## src/core/fidsr_pkg.sv

```systemverilog
// Purpose: Shared constants and types for the flash ID and status readout block
// Assumes: Serial clock mode 0 or 3, commands sampled on rising serial clock edges
// Notes: Status bit positions and reset values live here only
package fidsr_pkg;

  // Command opcodes
  localparam logic [7:0] OP_MAKER_DEVICE_ID_READ = 8'h90;
  localparam logic [7:0] OP_QUAD_ID_READ = 8'haf;
  localparam logic [7:0] OP_STATUS_REG_READ = 8'h05;
  localparam logic [7:0] OP_CONFIG_REG_READ = 8'h15;

  // Bits per serial clock and last bit position of a byte
  localparam logic [2:0] STEP_SINGLE = 3'h1;
  localparam logic [2:0] STEP_QUAD = 3'h4;
  localparam logic [2:0] LAST_SINGLE = 3'h7;
  localparam logic [2:0] LAST_QUAD = 3'h4;

  // Two dummy bytes then one address byte
  localparam logic [1:0] ADDR_LAST_BYTE = 2'h2;
  // Quad ID sequence: maker, memory type, density
  localparam logic [1:0] QUAD_ID_LAST = 2'h2;

  // Output enables while sending
  localparam logic [3:0] OE_SINGLE = 4'h2;
  localparam logic [3:0] OE_QUAD = 4'hf;
  localparam logic [3:0] OE_NONE = 4'h0;

  // Status register layout
  localparam int BUSY_BIT = 0;
  localparam int PERMIT_BIT = 1;
  localparam int PROT_LO = 2;
  localparam int PROT_HI = 5;
  localparam int QE_BIT = 6;
  localparam int LOCK_BIT = 7;
  localparam logic [7:0] STATUS_RESET = 8'h00;
  localparam logic [3:0] PROT_NONE = 4'h0;

  // Write-type command kinds checked against the status register
  typedef enum logic [1:0] {
    KIND_PAGE_WRITE,
    KIND_AREA_WIPE,
    KIND_FULL_WIPE,
    KIND_STATUS_WRITE
  } fidsr_kind_type;

  // Serial frame states
  typedef enum logic [1:0] {
    ST_OPCODE,
    ST_ADDR,
    ST_SEND,
    ST_IGNORE
  } fidsr_state_type;

  // Source of the bytes being sent
  typedef enum logic [1:0] {
    SRC_MAKER_DEV,
    SRC_QUAD_ID,
    SRC_STATUS,
    SRC_CONFIG
  } fidsr_src_type;

endpackage

```

## src/core/fidsr_core.sv

```systemverilog
// Purpose: Serial flash identification and status readout with status protection checks
// Assumes: Serial clock well below clk_sys/6; host samples output on rising serial clock
// Notes: Non-volatile status bits take their defaults on rst_n

// Overview of operation
// - ID read: opcode, two dummies, address
// - ID bytes leave on falling edges, MSB first
// - Address 00h maker first, 01h device first
// - IDs alternate until chip select rises
// - Quad ID streams maker, type, density
// - Status read accepted even while busy
// - Status contents driven after status opcode
// - Config read any time, drives config
// - Opcode 8 or 2 clocks; upper lines ignored in single mode
// - Bit 0 busy while operation runs
// - Write commands need permit latch set
// - Writes to protected area are ignored
// - Bits 5..2 protect level, default zero
// - Full erase only with zero protect level
// - Quad enable disables lock and reset pin
// - Lock bit plus low protect pin locks
// - Lock and quad enable default to zero
module fidsr_core import fidsr_pkg::*; #(
  // Identification values; arbitrary neutral codes
  parameter logic [7:0] MAKER_ID = 8'h5a,
  parameter logic [7:0] DEVICE_ID = 8'h3c,
  parameter logic [7:0] MEMORY_TYPE = 8'h4b,
  parameter logic [7:0] MEMORY_DENSITY = 8'h2d
) (
  // Clock and reset
  input wire logic clk_sys,
  input wire logic rst_n,
  // Serial pins
  input wire logic sclk,
  input wire logic cs_n,
  input wire logic [3:0] io_in,
  output logic [3:0] io_out,
  output logic [3:0] io_oe,
  // Mode from the device
  input wire logic four_line_mode,
  input wire logic [7:0] config_value,
  // Operation state from the device
  input wire logic op_busy,
  input wire logic permit_set,
  input wire logic permit_clear,
  // Write-type command check
  input wire logic cmd_req,
  input wire logic [1:0] cmd_kind,
  input wire logic cmd_target_protected,
  input wire logic [7:0] cmd_status_data,
  output logic cmd_accept,
  output logic cmd_reject,
  // Status view
  output logic [7:0] device_status,
  output logic hardware_lock_mode,
  output logic reset_pin_enable
);

  // Synchronised pins
  logic sclk_q; // Serial clock after two stages
  logic cs_n_q; // Chip select after two stages
  logic [3:0] io_q; // Data lines after two stages
  logic sclk_prev; // Previous serial clock level
  logic sclk_rise; // Rising serial clock edge
  logic sclk_fall; // Falling serial clock edge
  logic selected; // Chip select is low

  // Frame state
  fidsr_state_type state;
  fidsr_src_type src;
  logic [7:0] rx_shift; // Incoming bits
  logic [7:0] next_rx_shift;
  logic [2:0] rx_cnt; // Bit position within byte
  logic [1:0] addr_cnt; // Byte within dummy/address phase
  logic swap_order; // Device ID goes first
  logic rx_done; // Current edge completes a byte
  logic [2:0] step; // Bits per serial clock
  logic [2:0] last_bit; // Position of last bit

  // Transmit state
  logic [7:0] tx_shift; // Remaining bits of byte being sent
  logic [2:0] tx_cnt; // Bit position within byte
  logic [1:0] tx_idx; // Byte number in stream
  logic [7:0] tx_byte; // Byte chosen for the next load

  // Protection state
  logic [3:0] protect_level;
  logic lock_active;
  logic busy_bit; // Busy flag register
  logic permit_bit; // Write permit latch
  logic [LOCK_BIT-PROT_LO:0] nv_bits; // Lock, quad enable and protect level
  fidsr_kind_type kind;

  // Pins come from another domain, so they are synchronised together
  fidsr_sync #(
    .WIDTH(6),
    .INIT(6'h02)
  ) u_pin_sync (
    .clk_sys(clk_sys),
    .rst_n(rst_n),
    .d({io_in, cs_n, sclk}),
    .q({io_q, cs_n_q, sclk_q})
  );

  // Edge history of the serial clock
  always_ff @(posedge clk_sys) begin
    if (!rst_n) begin
      sclk_prev <= 1'b0;
    end else begin
      sclk_prev <= sclk_q;
    end
  end

  assign sclk_rise = sclk_q & ~sclk_prev;
  assign sclk_fall = ~sclk_q & sclk_prev;
  assign selected = ~cs_n_q;

  // Width per clock depends on command mode
  assign step = four_line_mode ? STEP_QUAD : STEP_SINGLE;
  assign last_bit = four_line_mode ? LAST_QUAD : LAST_SINGLE;
  assign rx_done = (rx_cnt == last_bit);

  // Single-line mode reads only the data-in line
  always_comb begin
    if (four_line_mode) begin
      next_rx_shift = {rx_shift[3:0], io_q};
    end else begin
      next_rx_shift = {rx_shift[6:0], io_q[0]};
    end
  end

  // Receive and decode; a high chip select ends any frame
  always_ff @(posedge clk_sys) begin
    if (!rst_n || !selected) begin
      state <= ST_OPCODE;
      src <= SRC_STATUS;
      rx_shift <= 8'h00;
      rx_cnt <= 3'h0;
      addr_cnt <= 2'h0;
      swap_order <= 1'b0;
    end else if (sclk_rise) begin
      unique case (state)
        // Opcode phase: 8 or 2 clocks
        ST_OPCODE: begin
          rx_shift <= next_rx_shift;
          rx_cnt <= rx_done ? 3'h0 : rx_cnt + step;
          if (rx_done) begin
            if (next_rx_shift == OP_MAKER_DEVICE_ID_READ && !four_line_mode) begin
              state <= ST_ADDR;
              src <= SRC_MAKER_DEV;
            end else if (next_rx_shift == OP_QUAD_ID_READ && four_line_mode) begin
              state <= ST_SEND;
              src <= SRC_QUAD_ID;
            end else if (next_rx_shift == OP_STATUS_REG_READ) begin
              // No busy check here: reads stay open during operations
              state <= ST_SEND;
              src <= SRC_STATUS;
            end else if (next_rx_shift == OP_CONFIG_REG_READ) begin
              state <= ST_SEND;
              src <= SRC_CONFIG;
            end else begin
              // Other commands belong to other blocks
              state <= ST_IGNORE;
            end
          end
        end
        // Two dummy bytes then the address byte
        ST_ADDR: begin
          rx_shift <= next_rx_shift;
          rx_cnt <= rx_done ? 3'h0 : rx_cnt + step;
          if (rx_done) begin
            if (addr_cnt == ADDR_LAST_BYTE) begin
              swap_order <= next_rx_shift[0];
              state <= ST_SEND;
            end else begin
              addr_cnt <= addr_cnt + 2'h1;
            end
          end
        end
        // Output and ignored frames wait for chip select
        ST_SEND: begin
          rx_cnt <= 3'h0;
        end
        ST_IGNORE: begin
          rx_cnt <= 3'h0;
        end
      endcase
    end
  end

  // Byte choice for the next output byte
  always_comb begin
    unique case (src)
      SRC_MAKER_DEV: begin
        // Address bit 0 picks which ID leads; the pair alternates
        tx_byte = (tx_idx[0] ^ swap_order) ? DEVICE_ID : MAKER_ID;
      end
      SRC_QUAD_ID: begin
        if (tx_idx == 2'h0) begin
          tx_byte = MAKER_ID;
        end else if (tx_idx == 2'h1) begin
          tx_byte = MEMORY_TYPE;
        end else begin
          tx_byte = MEMORY_DENSITY;
        end
      end
      SRC_STATUS: begin
        // Sampled afresh at each byte so busy changes show
        tx_byte = device_status;
      end
      SRC_CONFIG: begin
        tx_byte = config_value;
      end
    endcase
  end

  // Transmit on falling serial clock edges, MSB first
  always_ff @(posedge clk_sys) begin
    if (!rst_n || !selected) begin
      io_out <= 4'h0;
      io_oe <= OE_NONE;
      tx_shift <= 8'h00;
      tx_cnt <= 3'h0;
      tx_idx <= 2'h0;
    end else if (sclk_fall && state == ST_SEND) begin
      tx_cnt <= rx_done_tx(tx_cnt, last_bit) ? 3'h0 : tx_cnt + step;
      if (four_line_mode) begin
        io_oe <= OE_QUAD;
        if (tx_cnt == 3'h0) begin
          io_out <= tx_byte[7:4];
          tx_shift <= {tx_byte[3:0], 4'h0};
        end else begin
          io_out <= tx_shift[7:4];
          tx_shift <= {tx_shift[3:0], 4'h0};
        end
      end else begin
        // Single-line output uses the data-out line only
        io_oe <= OE_SINGLE;
        if (tx_cnt == 3'h0) begin
          io_out <= {2'b00, tx_byte[7], 1'b0};
          tx_shift <= {tx_byte[6:0], 1'b0};
        end else begin
          io_out <= {2'b00, tx_shift[7], 1'b0};
          tx_shift <= {tx_shift[6:0], 1'b0};
        end
      end
      // Advance byte number at byte end, quad ID wraps after density
      if (rx_done_tx(tx_cnt, last_bit)) begin
        if (src == SRC_QUAD_ID && tx_idx == QUAD_ID_LAST) begin
          tx_idx <= 2'h0;
        end else begin
          tx_idx <= tx_idx + 2'h1;
        end
      end
    end
  end

  // Byte end test shared by transmit paths
  function automatic logic rx_done_tx(input logic [2:0] cnt, input logic [2:0] last);
    rx_done_tx = (cnt == last);
  endfunction

  assign protect_level = device_status[PROT_HI:PROT_LO];
  assign kind = fidsr_kind_type'(cmd_kind);
  // Lock needs lock bit, low protect pin, and quad mode off
  assign lock_active = device_status[LOCK_BIT] & ~io_q[2] & ~device_status[QE_BIT];

  // Status byte is the three status registers side by side
  // Separate registers keep each bit group to a single process
  assign device_status = {nv_bits, permit_bit, busy_bit};

  // Busy flag follows the running operation
  always_ff @(posedge clk_sys) begin
    if (!rst_n) begin
      busy_bit <= 1'b0;
    end else begin
      busy_bit <= op_busy;
    end
  end

  // Permit latch: a set in the same cycle as a clear wins
  always_ff @(posedge clk_sys) begin
    if (!rst_n) begin
      permit_bit <= 1'b0;
    end else if (permit_set) begin
      permit_bit <= 1'b1;
    end else if (permit_clear) begin
      permit_bit <= 1'b0;
    end
  end

  // Non-volatile bits change only through an accepted status write
  always_ff @(posedge clk_sys) begin
    if (!rst_n) begin
      nv_bits <= STATUS_RESET[LOCK_BIT:PROT_LO];
    end else if (cmd_req && kind == KIND_STATUS_WRITE
                 && permit_bit && !lock_active) begin
      nv_bits <= cmd_status_data[LOCK_BIT:PROT_LO];
    end
  end

  // Check each write-type request against latch and protection
  always_ff @(posedge clk_sys) begin
    if (!rst_n) begin
      cmd_accept <= 1'b0;
      cmd_reject <= 1'b0;
    end else if (cmd_req) begin
      if (!device_status[PERMIT_BIT]) begin
        cmd_accept <= 1'b0;
        cmd_reject <= 1'b1;
      end else begin
        unique case (kind)
          KIND_PAGE_WRITE, KIND_AREA_WIPE: begin
            cmd_accept <= !cmd_target_protected;
            cmd_reject <= cmd_target_protected;
          end
          KIND_FULL_WIPE: begin
            cmd_accept <= (protect_level == PROT_NONE);
            cmd_reject <= (protect_level != PROT_NONE);
          end
          KIND_STATUS_WRITE: begin
            cmd_accept <= !lock_active;
            cmd_reject <= lock_active;
          end
        endcase
      end
    end else begin
      cmd_accept <= 1'b0;
      cmd_reject <= 1'b0;
    end
  end

  // Protection mode outputs
  always_ff @(posedge clk_sys) begin
    if (!rst_n) begin
      hardware_lock_mode <= 1'b0;
      reset_pin_enable <= 1'b1;
    end else begin
      hardware_lock_mode <= lock_active;
      reset_pin_enable <= ~device_status[QE_BIT];
    end
  end

endmodule

```

## src/core/fidsr_sync.sv

```systemverilog
// Purpose: Two-stage synchroniser for pin inputs
// Assumes: Inputs are asynchronous to clk_sys
// Notes: Only the second stage is visible outside
module fidsr_sync #(
  parameter int WIDTH = 1,
  parameter logic [WIDTH-1:0] INIT = '0
) (
  // Clock and reset
  input wire logic clk_sys,
  input wire logic rst_n,
  // Data
  input wire logic [WIDTH-1:0] d,
  output logic [WIDTH-1:0] q
);

  logic [WIDTH-1:0] stage1; // Metastable stage, read by q only

  // Both stages reset to a constant
  always_ff @(posedge clk_sys) begin
    if (!rst_n) begin
      stage1 <= INIT;
      q <= INIT;
    end else begin
      stage1 <= d;
      q <= stage1;
    end
  end

endmodule

```

## config.mk

```make
export PLATFORM = sky130hd
export DESIGN_NAME = fidsr_core
export DESIGN_NICKNAME = d
export VERILOG_FILES = /design/src/core/fidsr_pkg.sv /design/src/core/fidsr_core.sv /design/src/core/fidsr_sync.sv
export SDC_FILE = /design/constraint.sdc
export NUM_CORES = 1
export LEC_CHECK = 0
export BUFFER_PORTS_ARGS = -buffer_cell sky130_fd_sc_hd__buf_4
export CAP_MARGIN = 10
export CORE_ASPECT_RATIO = 1.4
export CORE_UTILIZATION = 35
export CTS_CLUSTER_SIZE = 10
export DETAILED_ROUTE_END_ITERATION = 10
export PLACE_DENSITY_LB_ADDON = 0.25
export SETUP_SLACK_MARGIN = 0.1
export SYNTH_ARGS = -nofsm -noshare
export SYNTH_HDL_FRONTEND = slang
export SYNTH_SLANG_ARGS = --single-unit
```

## constraint.sdc

```tcl
create_clock -name clk_sys -period 5.34 [get_ports clk_sys]
set_clock_uncertainty 0.2 [all_clocks]
set_input_delay 0.534 -clock clk_sys [delete_from_list [all_inputs] [get_ports clk_sys]]
set_output_delay 0.534 -clock clk_sys [all_outputs]
set_load 0.02 [all_outputs]
```

---- Yosys cells after proc, flatten, opt, wreduce, memory -nomap -nowiden ----
Index checks and enable logic that the tools add are counted.
word-level totals
  output and inout bits ................... 20
  input port bits ......................... 32
  word-level logic and storage cells ...... 124
  bits in registers ....................... 63
cells by class
  equality and inequality tests ........... 21
  bitwise logic cells ..................... 10
  multiplexer cells ....................... 35
  add/subtract/negate cells ............... 4
  reduce and logical (&&, ||, !) cells .... 33
operators by type and width
  kind                number
  $mux 8              4
  $pmux 8 s4          1
  $mux 2              11
  $mux 7              3
  $eq 2x2->1 const B  8
  $eq 8x8->1 const B  2
  $mux 4              3
  $reduce_and 4->1    3
  $mux 3              3
  $eq 2x1->1 const B  4
  $eq 8x3->1 const B  1
  $eq 8x5->1 const B  1
  $logic_not 2->1     4
  $reduce_bool 4->1   2
  $logic_and 1x1->1   7
  $add 3x3->3         2
  $eq 3x3->1          2
  $mux 1              6
  $ne 2x2->1 const B  3
  $pmux 1 s3          2
  $pmux 3 s2          1
  $reduce_and 2->1    3
  $reduce_or 2->1     3
  $not 1->1           5
  11 further kinds    19

---- Logic depth before layout (Yosys ltp) ----
Gate-level depths: netlist of run 1.
  depth in word-level cells ............... 8
  mapped depth ............................ 9

---- Hierarchy ----
Synthesis of run 1 repeated with hierarchy kept, for this count alone.
unflattened totals
  cell total of the unflattened synthesis .. 299
  area total of the unflattened synthesis .. 2805.2 um^2
modules (own cells, without submodules)
  module      sequential area each (um^2)  cells each  area each (um^2)  instances
  fidsr_core  960.9                        274         2471.1            1
  fidsr_sync  240.2                        25          334.1             1

---- Worst setup path before layout of run 1 ----
OpenSTA, ideal clock, no wires.
  path kind ............................... input to register
  start point ............................. in four_line_mode
  end point ............................... reg src[0]
  buffers on the path ..................... 2
  required time ........................... 5.018 ns
  path slack .............................. 2.913 ns
  cell stages on the path ................. 9
  arrival time ............................ 2.105 ns
  cell sequence ........................... buf_6 buf_6 inv_1 ha_1 nand2b_1 nor4_4 and2b_2 nor3b_1 nor3_1
on the way
  longest elaborated chain between the ends .. 5
  elaborated cells between the ends (all ways) .. 15
ends and longest elaborated chain
  item                                                          RTL line           source
  from (decl)                                                   fidsr_core.sv:40   input wire logic four_line_mode,
  $mux 8                                                        fidsr_core.sv:125  if (four_line_mode) begin
  $eq 8x8->1, or another cell as far along                      fidsr_core.sv:148  if (next_rx_shift == OP_MAKER_DEVICE_ID_READ && !four_line_mode) begin
  $logic_and 1x1->1, or another cell as far along               fidsr_core.sv:148
  $reduce_bool 4->1 (no source line) or $mux 2 (tied branches)  --
  $reduce_and 4->1 (no source line) or $mux 2 (tied branches)   --
  to (signal assigned)                                          fidsr_core.sv:150  src <= SRC_MAKER_DEV;
  to (signal assigned)                                          fidsr_core.sv:153  src <= SRC_QUAD_ID;
  to (signal assigned)                                          fidsr_core.sv:157  src <= SRC_STATUS;
  to (decl)                                                     fidsr_core.sv:70   fidsr_src_type src;
Several ways; a longest one is shown, not always the timed one.
A chain may end at the register's enable or synchronous reset.

---- Worst setup path after layout of run 1 ----
Same ends and word-level chain as after synthesis.

==> results of run 1 <==
stage by stage:
| stage | util [%] | area (µm²) | hold slack [ns] |
|---|---|---|---|
| global route | 42.9 | 3390 | 0.176 |
| detailed placement | 40.9 | 3230 | 0.193 |
| floorplan | - | 2890 | 0.186 |
| finish | 42.9 | 3390 | 0.181 |
| CTS | 42.9 | 3390 | 0.168 |
| global placement | 40.9 | 3230 | 0.192 |
worst register-to-register path, delay by kind of cell (launching register included):
kind / cells / cell delay, ns
AND/OR/NAND/NOR: 3 / 0.93
flip-flops: 1 / 0.60
AO/OA/AOI/OAI: 2 / 0.22
layer usage:
| layer | wire length [µm] | part of all wire, % | global-route usage (%) | up-vias |
|---|---|---|---|---|
| met5 | 0 | 0 | 0 | - |
| met4 | 89 | 1.5 | 5.84 | 0 |
| met3 | 280 | 4.8 | 4.98 | 7 |
| met2 | 2820 | 48 | 25.3 | 44 |
| met1 | 2650 | 45 | 17.5 | 1021 |
| li1 | - | - | - | 1158 |
kinds of logic (layout without fill, tap and decap cells):
kind of cell | count (synthesis) | count (layout)
AOI/OAI and AO/OA | 63 | 63
and+or+nand+nor | 124 | 124
buffers and inverters | 25 | 67
adders and majority gates | 5 | 5
DFF | 60 | 60
xor gates and xnor gates | 7 | 7
muxes | 23 | 23
cell type report:
type,count,area share [%]
clock buffer,11,4.17
multi-input combinational,222,44.9
sequential,60,35.5
timing repair buffer,49,10.9
clock inverter,3,0.443
tap,100,3.69
inverter,4,0.443
cell usage after synthesis (2+ instances only):
master / number / area share (%)
inv_1: 4 / 0.52
xnor2_1: 5 / 1.5
mux2i_1: 20 / 6.9
o21ai_0: 11 / 1.9
a31oi_1: 2 / 0.43
o221ai_1: 3 / 0.91
nor2b_1: 10 / 2.2
or4b_1: 2 / 0.69
buf_4: 6 / 1.6
a22oi_1: 3 / 0.78
nor3b_1: 4 / 1.0
a311oi_1: 2 / 0.61
clkbuf_1: 3 / 0.39
a21oi_1: 26 / 4.5
nand2_1: 23 / 3.0
ha_1: 5 / 2.2
and2_1: 14 / 3.0
nor2_1: 25 / 3.2
nor3_1: 8 / 1.4
a211oi_1: 6 / 1.6
buf_6: 6 / 2.3
nand3_1: 8 / 1.4
dfxtp_1: 60 / 42
or2_0: 2 / 0.43
mux2_2: 3 / 1.2
nand4_1: 2 / 0.43
nand2b_1: 8 / 1.7
buf_2: 5 / 0.87
how the worst min path moves through the flow:
stage	start	endpoint	slack [ns]
finish	cs_n	u_pin_sync.stage1[1]	0.18
global route	cs_n	u_pin_sync.stage1[1]	0.18
CTS	cs_n	u_pin_sync.stage1[1]	0.17
detailed placement	u_pin_sync.stage1[1]	u_pin_sync.q[1]	0.19
global placement	u_pin_sync.stage1[1]	u_pin_sync.q[1]	0.19
floorplan	u_pin_sync.stage1[1]	u_pin_sync.q[1]	0.19
report_power, final:
part / leakage, µW / total (µW) / switching, µW / internal [µW]
Combinational: 0.000669 / 58.3 / 27.2 / 31.1
Sequential: 0.000487 / 459 / 4.40 / 455
Clock: 0.0000848 / 336 / 163 / 173
Total: 0.00124 / 853 / 194 / 659
flip-flops by register name, summed over array words and instances (netlist names), 3 cells and up:
register,count
rx_shift,7
tx_shift,7
nv_bits,6
u_pin_sync.q,6
u_pin_sync.stage1,6
io_out,4
rx_cnt,3
tx_cnt,3
==> flow_summary.ini, run 1 <==
[status]
status = complete, no violations

[cells_and_area]
fillers = 820
layout_common_cells = 60 x dfxtp_1, 49 x buf_4, 26 x a21oi_1, 25 x nor2_1, 23 x nand2_1
instances_no_fill = 449
multiInputGateArea_um2 = 1520
antenna_cells = 0
drive_gt1_share_pct = 22.9
register_area_um2 = 1200
fin_nets = 383
final_common_cell = dfxtp_1
area_growth_pct = 17.2

[setup_path]
critPathCaptureType = flip-flop
cp_slowest_cell = ha_1
crit_path_start_kind = primary input
critPathKind = primary input to flip-flop
reg2reg_setup_slack_ns = 3.24
crit_path_end = src[0]
rr_endpoint = tx_idx[1]
cp_data_arrival_time_ns = 2.43
cp.depth = 8
critPathLaunch = four_line_mode
timing.rr.start = state[1]
r2r_cells = 5
crit_path_cell_trace = buf_4 > inv_1 > ha_1 > nand2b_1 > nor4_4 > and2b_2 > nor3b_1 > nor3_1
crit_family = simple AND/OR/NAND/NOR gates
max_stage_delay_ns = 0.34
cp_max_fo = 27
path_buf_inv = 2
required_ns = 5.36

[min_path]
worstHoldPathCells = 2
worstHoldPathType = primary input to flip-flop

[cts]
cts_buffer_depth = 2
clock_sinks = 60
cts.repair.resized = 0
cts_buffers = 9
insertion_delay_ns = 0.33
cts_root_buf = clkbuf_8
cts_tree = yes
postCtsSetupBuffers = 0
cts_hold_buf = 0
htreeDepth = 3
cts.clk_slew.worst_paths_ns = 0.06

[route]
drcViolationCount = 0
viasPerCell = 4.97
first_iter_violations = 108
num_vias = 2230
ant_nets = 0
drt_first_pass_iters = 4
routed_wl_mm = 5.84
wl_per_cell_um = 13.0

[sta]
finalCriticalPeriod_ns = 2.41
worst_slack_ns = 2.93
tightest_slew_ns = 1.16
slew_headroom_pct = 22.4
slew_violations = 0
post-route-period-util_pct = 45.2
setup_viol = 0
setup_tns_ns = 0
rsz0062_at_grt = false
finalHoldViolCount = 0
fmax_mhz = 414

[grt]
grt_pass1_vias = 2197
grt_pass1_wl_mm = 10.1
track_usage_pct = 15.0
gr-total-overflow = 0
antenna_found_initial = 0
grt_start_max_net_pins = 29

[synth]
syn_nets = 344
ys_seq_elements = 60
synth_edf_count = 0
synth-compound-area-share_pct = 13.9
synth_xor_area_share_pct = 2.77
post_synth_mux_area_share_pct = 8.09
ys_warn_count = 0
synthCells = 307
synth_cell_types = 59
avgSynthCellArea_um2 = 9.42
synth_top_family_by_area = simple AND/OR/NAND/NOR gates
yosysSeqAreaShare_pct = 41.5
async_flop_share_pct = 0
netlist_area_um2 = 2890
synth_fa_ha_area_share_pct = 2.16
ys.flop_type = dfxtp_1
synth_simple_gate_area_share_pct = 25.7

[power]
total_power_uw = 853
power_density_nw_per_um2 = 252
peakVddDrop_v = 0.000144
p_leak_uw = 0.00124

[place]
place_congestion = 0.794
dpl_worst_slack_ns = 2.57
place_hpwl_mm = 4.16
dp_cells = 435
numPortBuffers = 49

[floorplanning]
num_rows = 38
dieArea_um2 = 8630
die_h_um = 110
start_util_pct = 36.6
core-area_um2 = 7890
chipWidth_um = 78.8
ios = 52

[flow_run]
max-cap-violations = 0
Power figures use the tool's default switching activity.
==> run 2: changes to the inputs <==
==> constraint.sdc (replaced) <==
create_clock -name clk_sys -period 1.95 [get_ports clk_sys]
set_clock_uncertainty 0.2 [all_clocks]
set_input_delay 0.195 -clock clk_sys [delete_from_list [all_inputs] [get_ports clk_sys]]
set_output_delay 0.195 -clock clk_sys [all_outputs]
set_load 0.02 [all_outputs]
==> run 2 against run 1 <==
Compared with the run above:
- non-clock buffer count is 36 higher
- core utilization is 5.4 points higher
- critical path depth is 2 lower
- sequential share of layout area is 3.9 points lower
- wire length is 7.3% higher
- combinational power grew to 3.6 times the previous value
==> flow_summary.ini, run 2 (synthesis gave the netlist of run 1 again) <==
[route]
routed_wl_mm = 6.26
drcViolationCount = 0
viasPerCell = 4.94
num_vias = 2404
wl_per_cell_um = 12.9
first_iter_violations = 81
drt_first_pass_iters = 5
ant_nets = 0

[sta]
finalCriticalPeriod_ns = 1.79
finalHoldViolCount = 0
slew_violations = 0
tightest_slew_ns = 0.484
finalHoldWorstSlack_ns = 0.0498
fmax_mhz = 559
slew_headroom_pct = 67.7
post-route-period-util_pct = 91.8
setup_viol = 0
worst_slack_ns = 0.161
setup_tns_ns = 0
rsz0062_at_grt = true

[setup_path]
critPathKind = flip-flop to flip-flop
timing.rr.start = rx_cnt[0]
crit_path_start_kind = flip-flop
max_stage_delay_ns = 0.35
critPathLaunch = rx_cnt[0]
required_ns = 2.02
cp_max_fo = 5
crit_path_cell_trace = ha_4 > nand2b_4 > nor4_4 > nand3b_2 > or2_0 > a21oi_2
crit_family = simple AND/OR/NAND/NOR gates
cp_data_arrival_time_ns = 1.86
cp_slowest_cell = dfxtp_2
path_buf_inv = 0
critPathCaptureType = flip-flop

[cts]
cts_buffer_depth = 2
cts_root_buf = clkbuf_8
insertion_delay_ns = 0.34
htreeDepth = 3
cts.clk_slew.worst_paths_ns = 0.07
cts_tree = yes
cts_buffers = 9
clock_sinks = 60

[floorplanning]
chipWidth_um = 78.8
dieArea_um2 = 8630
ios = 52
num_rows = 38
die_h_um = 110
start_util_pct = 36.6
core-area_um2 = 7890

[grt]
grt_pass1_wl_mm = 10.5
grt_pass1_vias = 2382
antenna_found_initial = 0
gr-total-overflow = 0
track_usage_pct = 15.8
grt_start_max_net_pins = 27

[place]
dp_cells = 451
place_congestion = 0.861
dpl_worst_slack_ns = 0.0561
numPortBuffers = 49
place_hpwl_mm = 4.42

[cells_and_area]
drive_gt1_share_pct = 28.2
reg_top3 = rx_shift x7, tx_shift x7
layout_common_cells = 66 x buf_4, 58 x dfxtp_1, 26 x a21oi_1, 24 x nor2_1, 23 x nand2_1
fin_nets = 419
area_growth_pct = 31.8
antenna_cells = 0
instances_no_fill = 487
multiInputGateArea_um2 = 1560
final_common_cell = buf_4
fillers = 774
register_area_um2 = 1200

[status]
status = complete, no violations

[flow_run]
max-cap-violations = 0

[min_path]
worstHoldPathType = primary input to flip-flop
worstHoldStart = cmd_target_protected

[power]
power_density_nw_per_um2 = 687
peakVddDrop_v = 0.000502
p_leak_uw = 0.00143
total_power_uw = 2620
==> run 2: cell type report <==
cell class	instances	area share (%)
Clock buffer	10	3.61
Timing Repair Buffer	85	18.3
Clock inverter	6	1.90
Sequential cell	60	31.6
Inverter	4	0.525
Multi-Input combinational cell	222	40.8
Tap cell	100	3.28
==> run 2: report_power, final <==
group | total (µW) | switching [µW] | internal [µW]
clock | 1150 | 518 | 635
combinational | 207 | 85.9 | 121
sequential | 1260 | 12.0 | 1240
==> run 2: routing by layer <==
layer  vias up  wire [µm]  global-route usage [%]  share of wire [%]
met5         -          0                       0                  0
met4         0         93                    5.97                1.5
met3         9        273                    5.15                4.4
met2        53       3240                    28.7                 52
met1      1112       2660                    16.8                 42
li1       1230          -                       -                  -
==> run 2: path summary, 6_finish.rpt <==
kind,endpoint,slack (ns),cells past startpoint
min,cmd_accept,0.05,4
max,addr_cnt[1],0.16,6
min reg2reg,u_pin_sync.q[1],0.21,1
max reg2reg,addr_cnt[1],0.16,6
==> run 2: repair_timing <==
item,4_1_cts,5_1_grt
pin swaps,1,3
endpoints found under the setup margin,3,10
endpoints found under the hold margin,18,0
setup buffers,0,2
resized for setup,0,4
hold buffers,18,0
==> run 2: worst reg2reg max path, delay by kind of cell (launching register included) <==
family,cells,cell delay [ns]
AO/OA/AOI/OAI,1,0.12
flip-flops,1,0.35
AND/OR/NAND/NOR,4,0.85
adder cells (fa/ha/maj),1,0.20
==> run 2: stage by stage <==
stage | area, µm² | utilization (%)
global placement | 3390 | 43.0
finish | 3810 | 48.3
floorplan | 2930 | -
CTS | 3780 | 48.0
global route | 3810 | 48.3
detailed placement | 3390 | 43.0
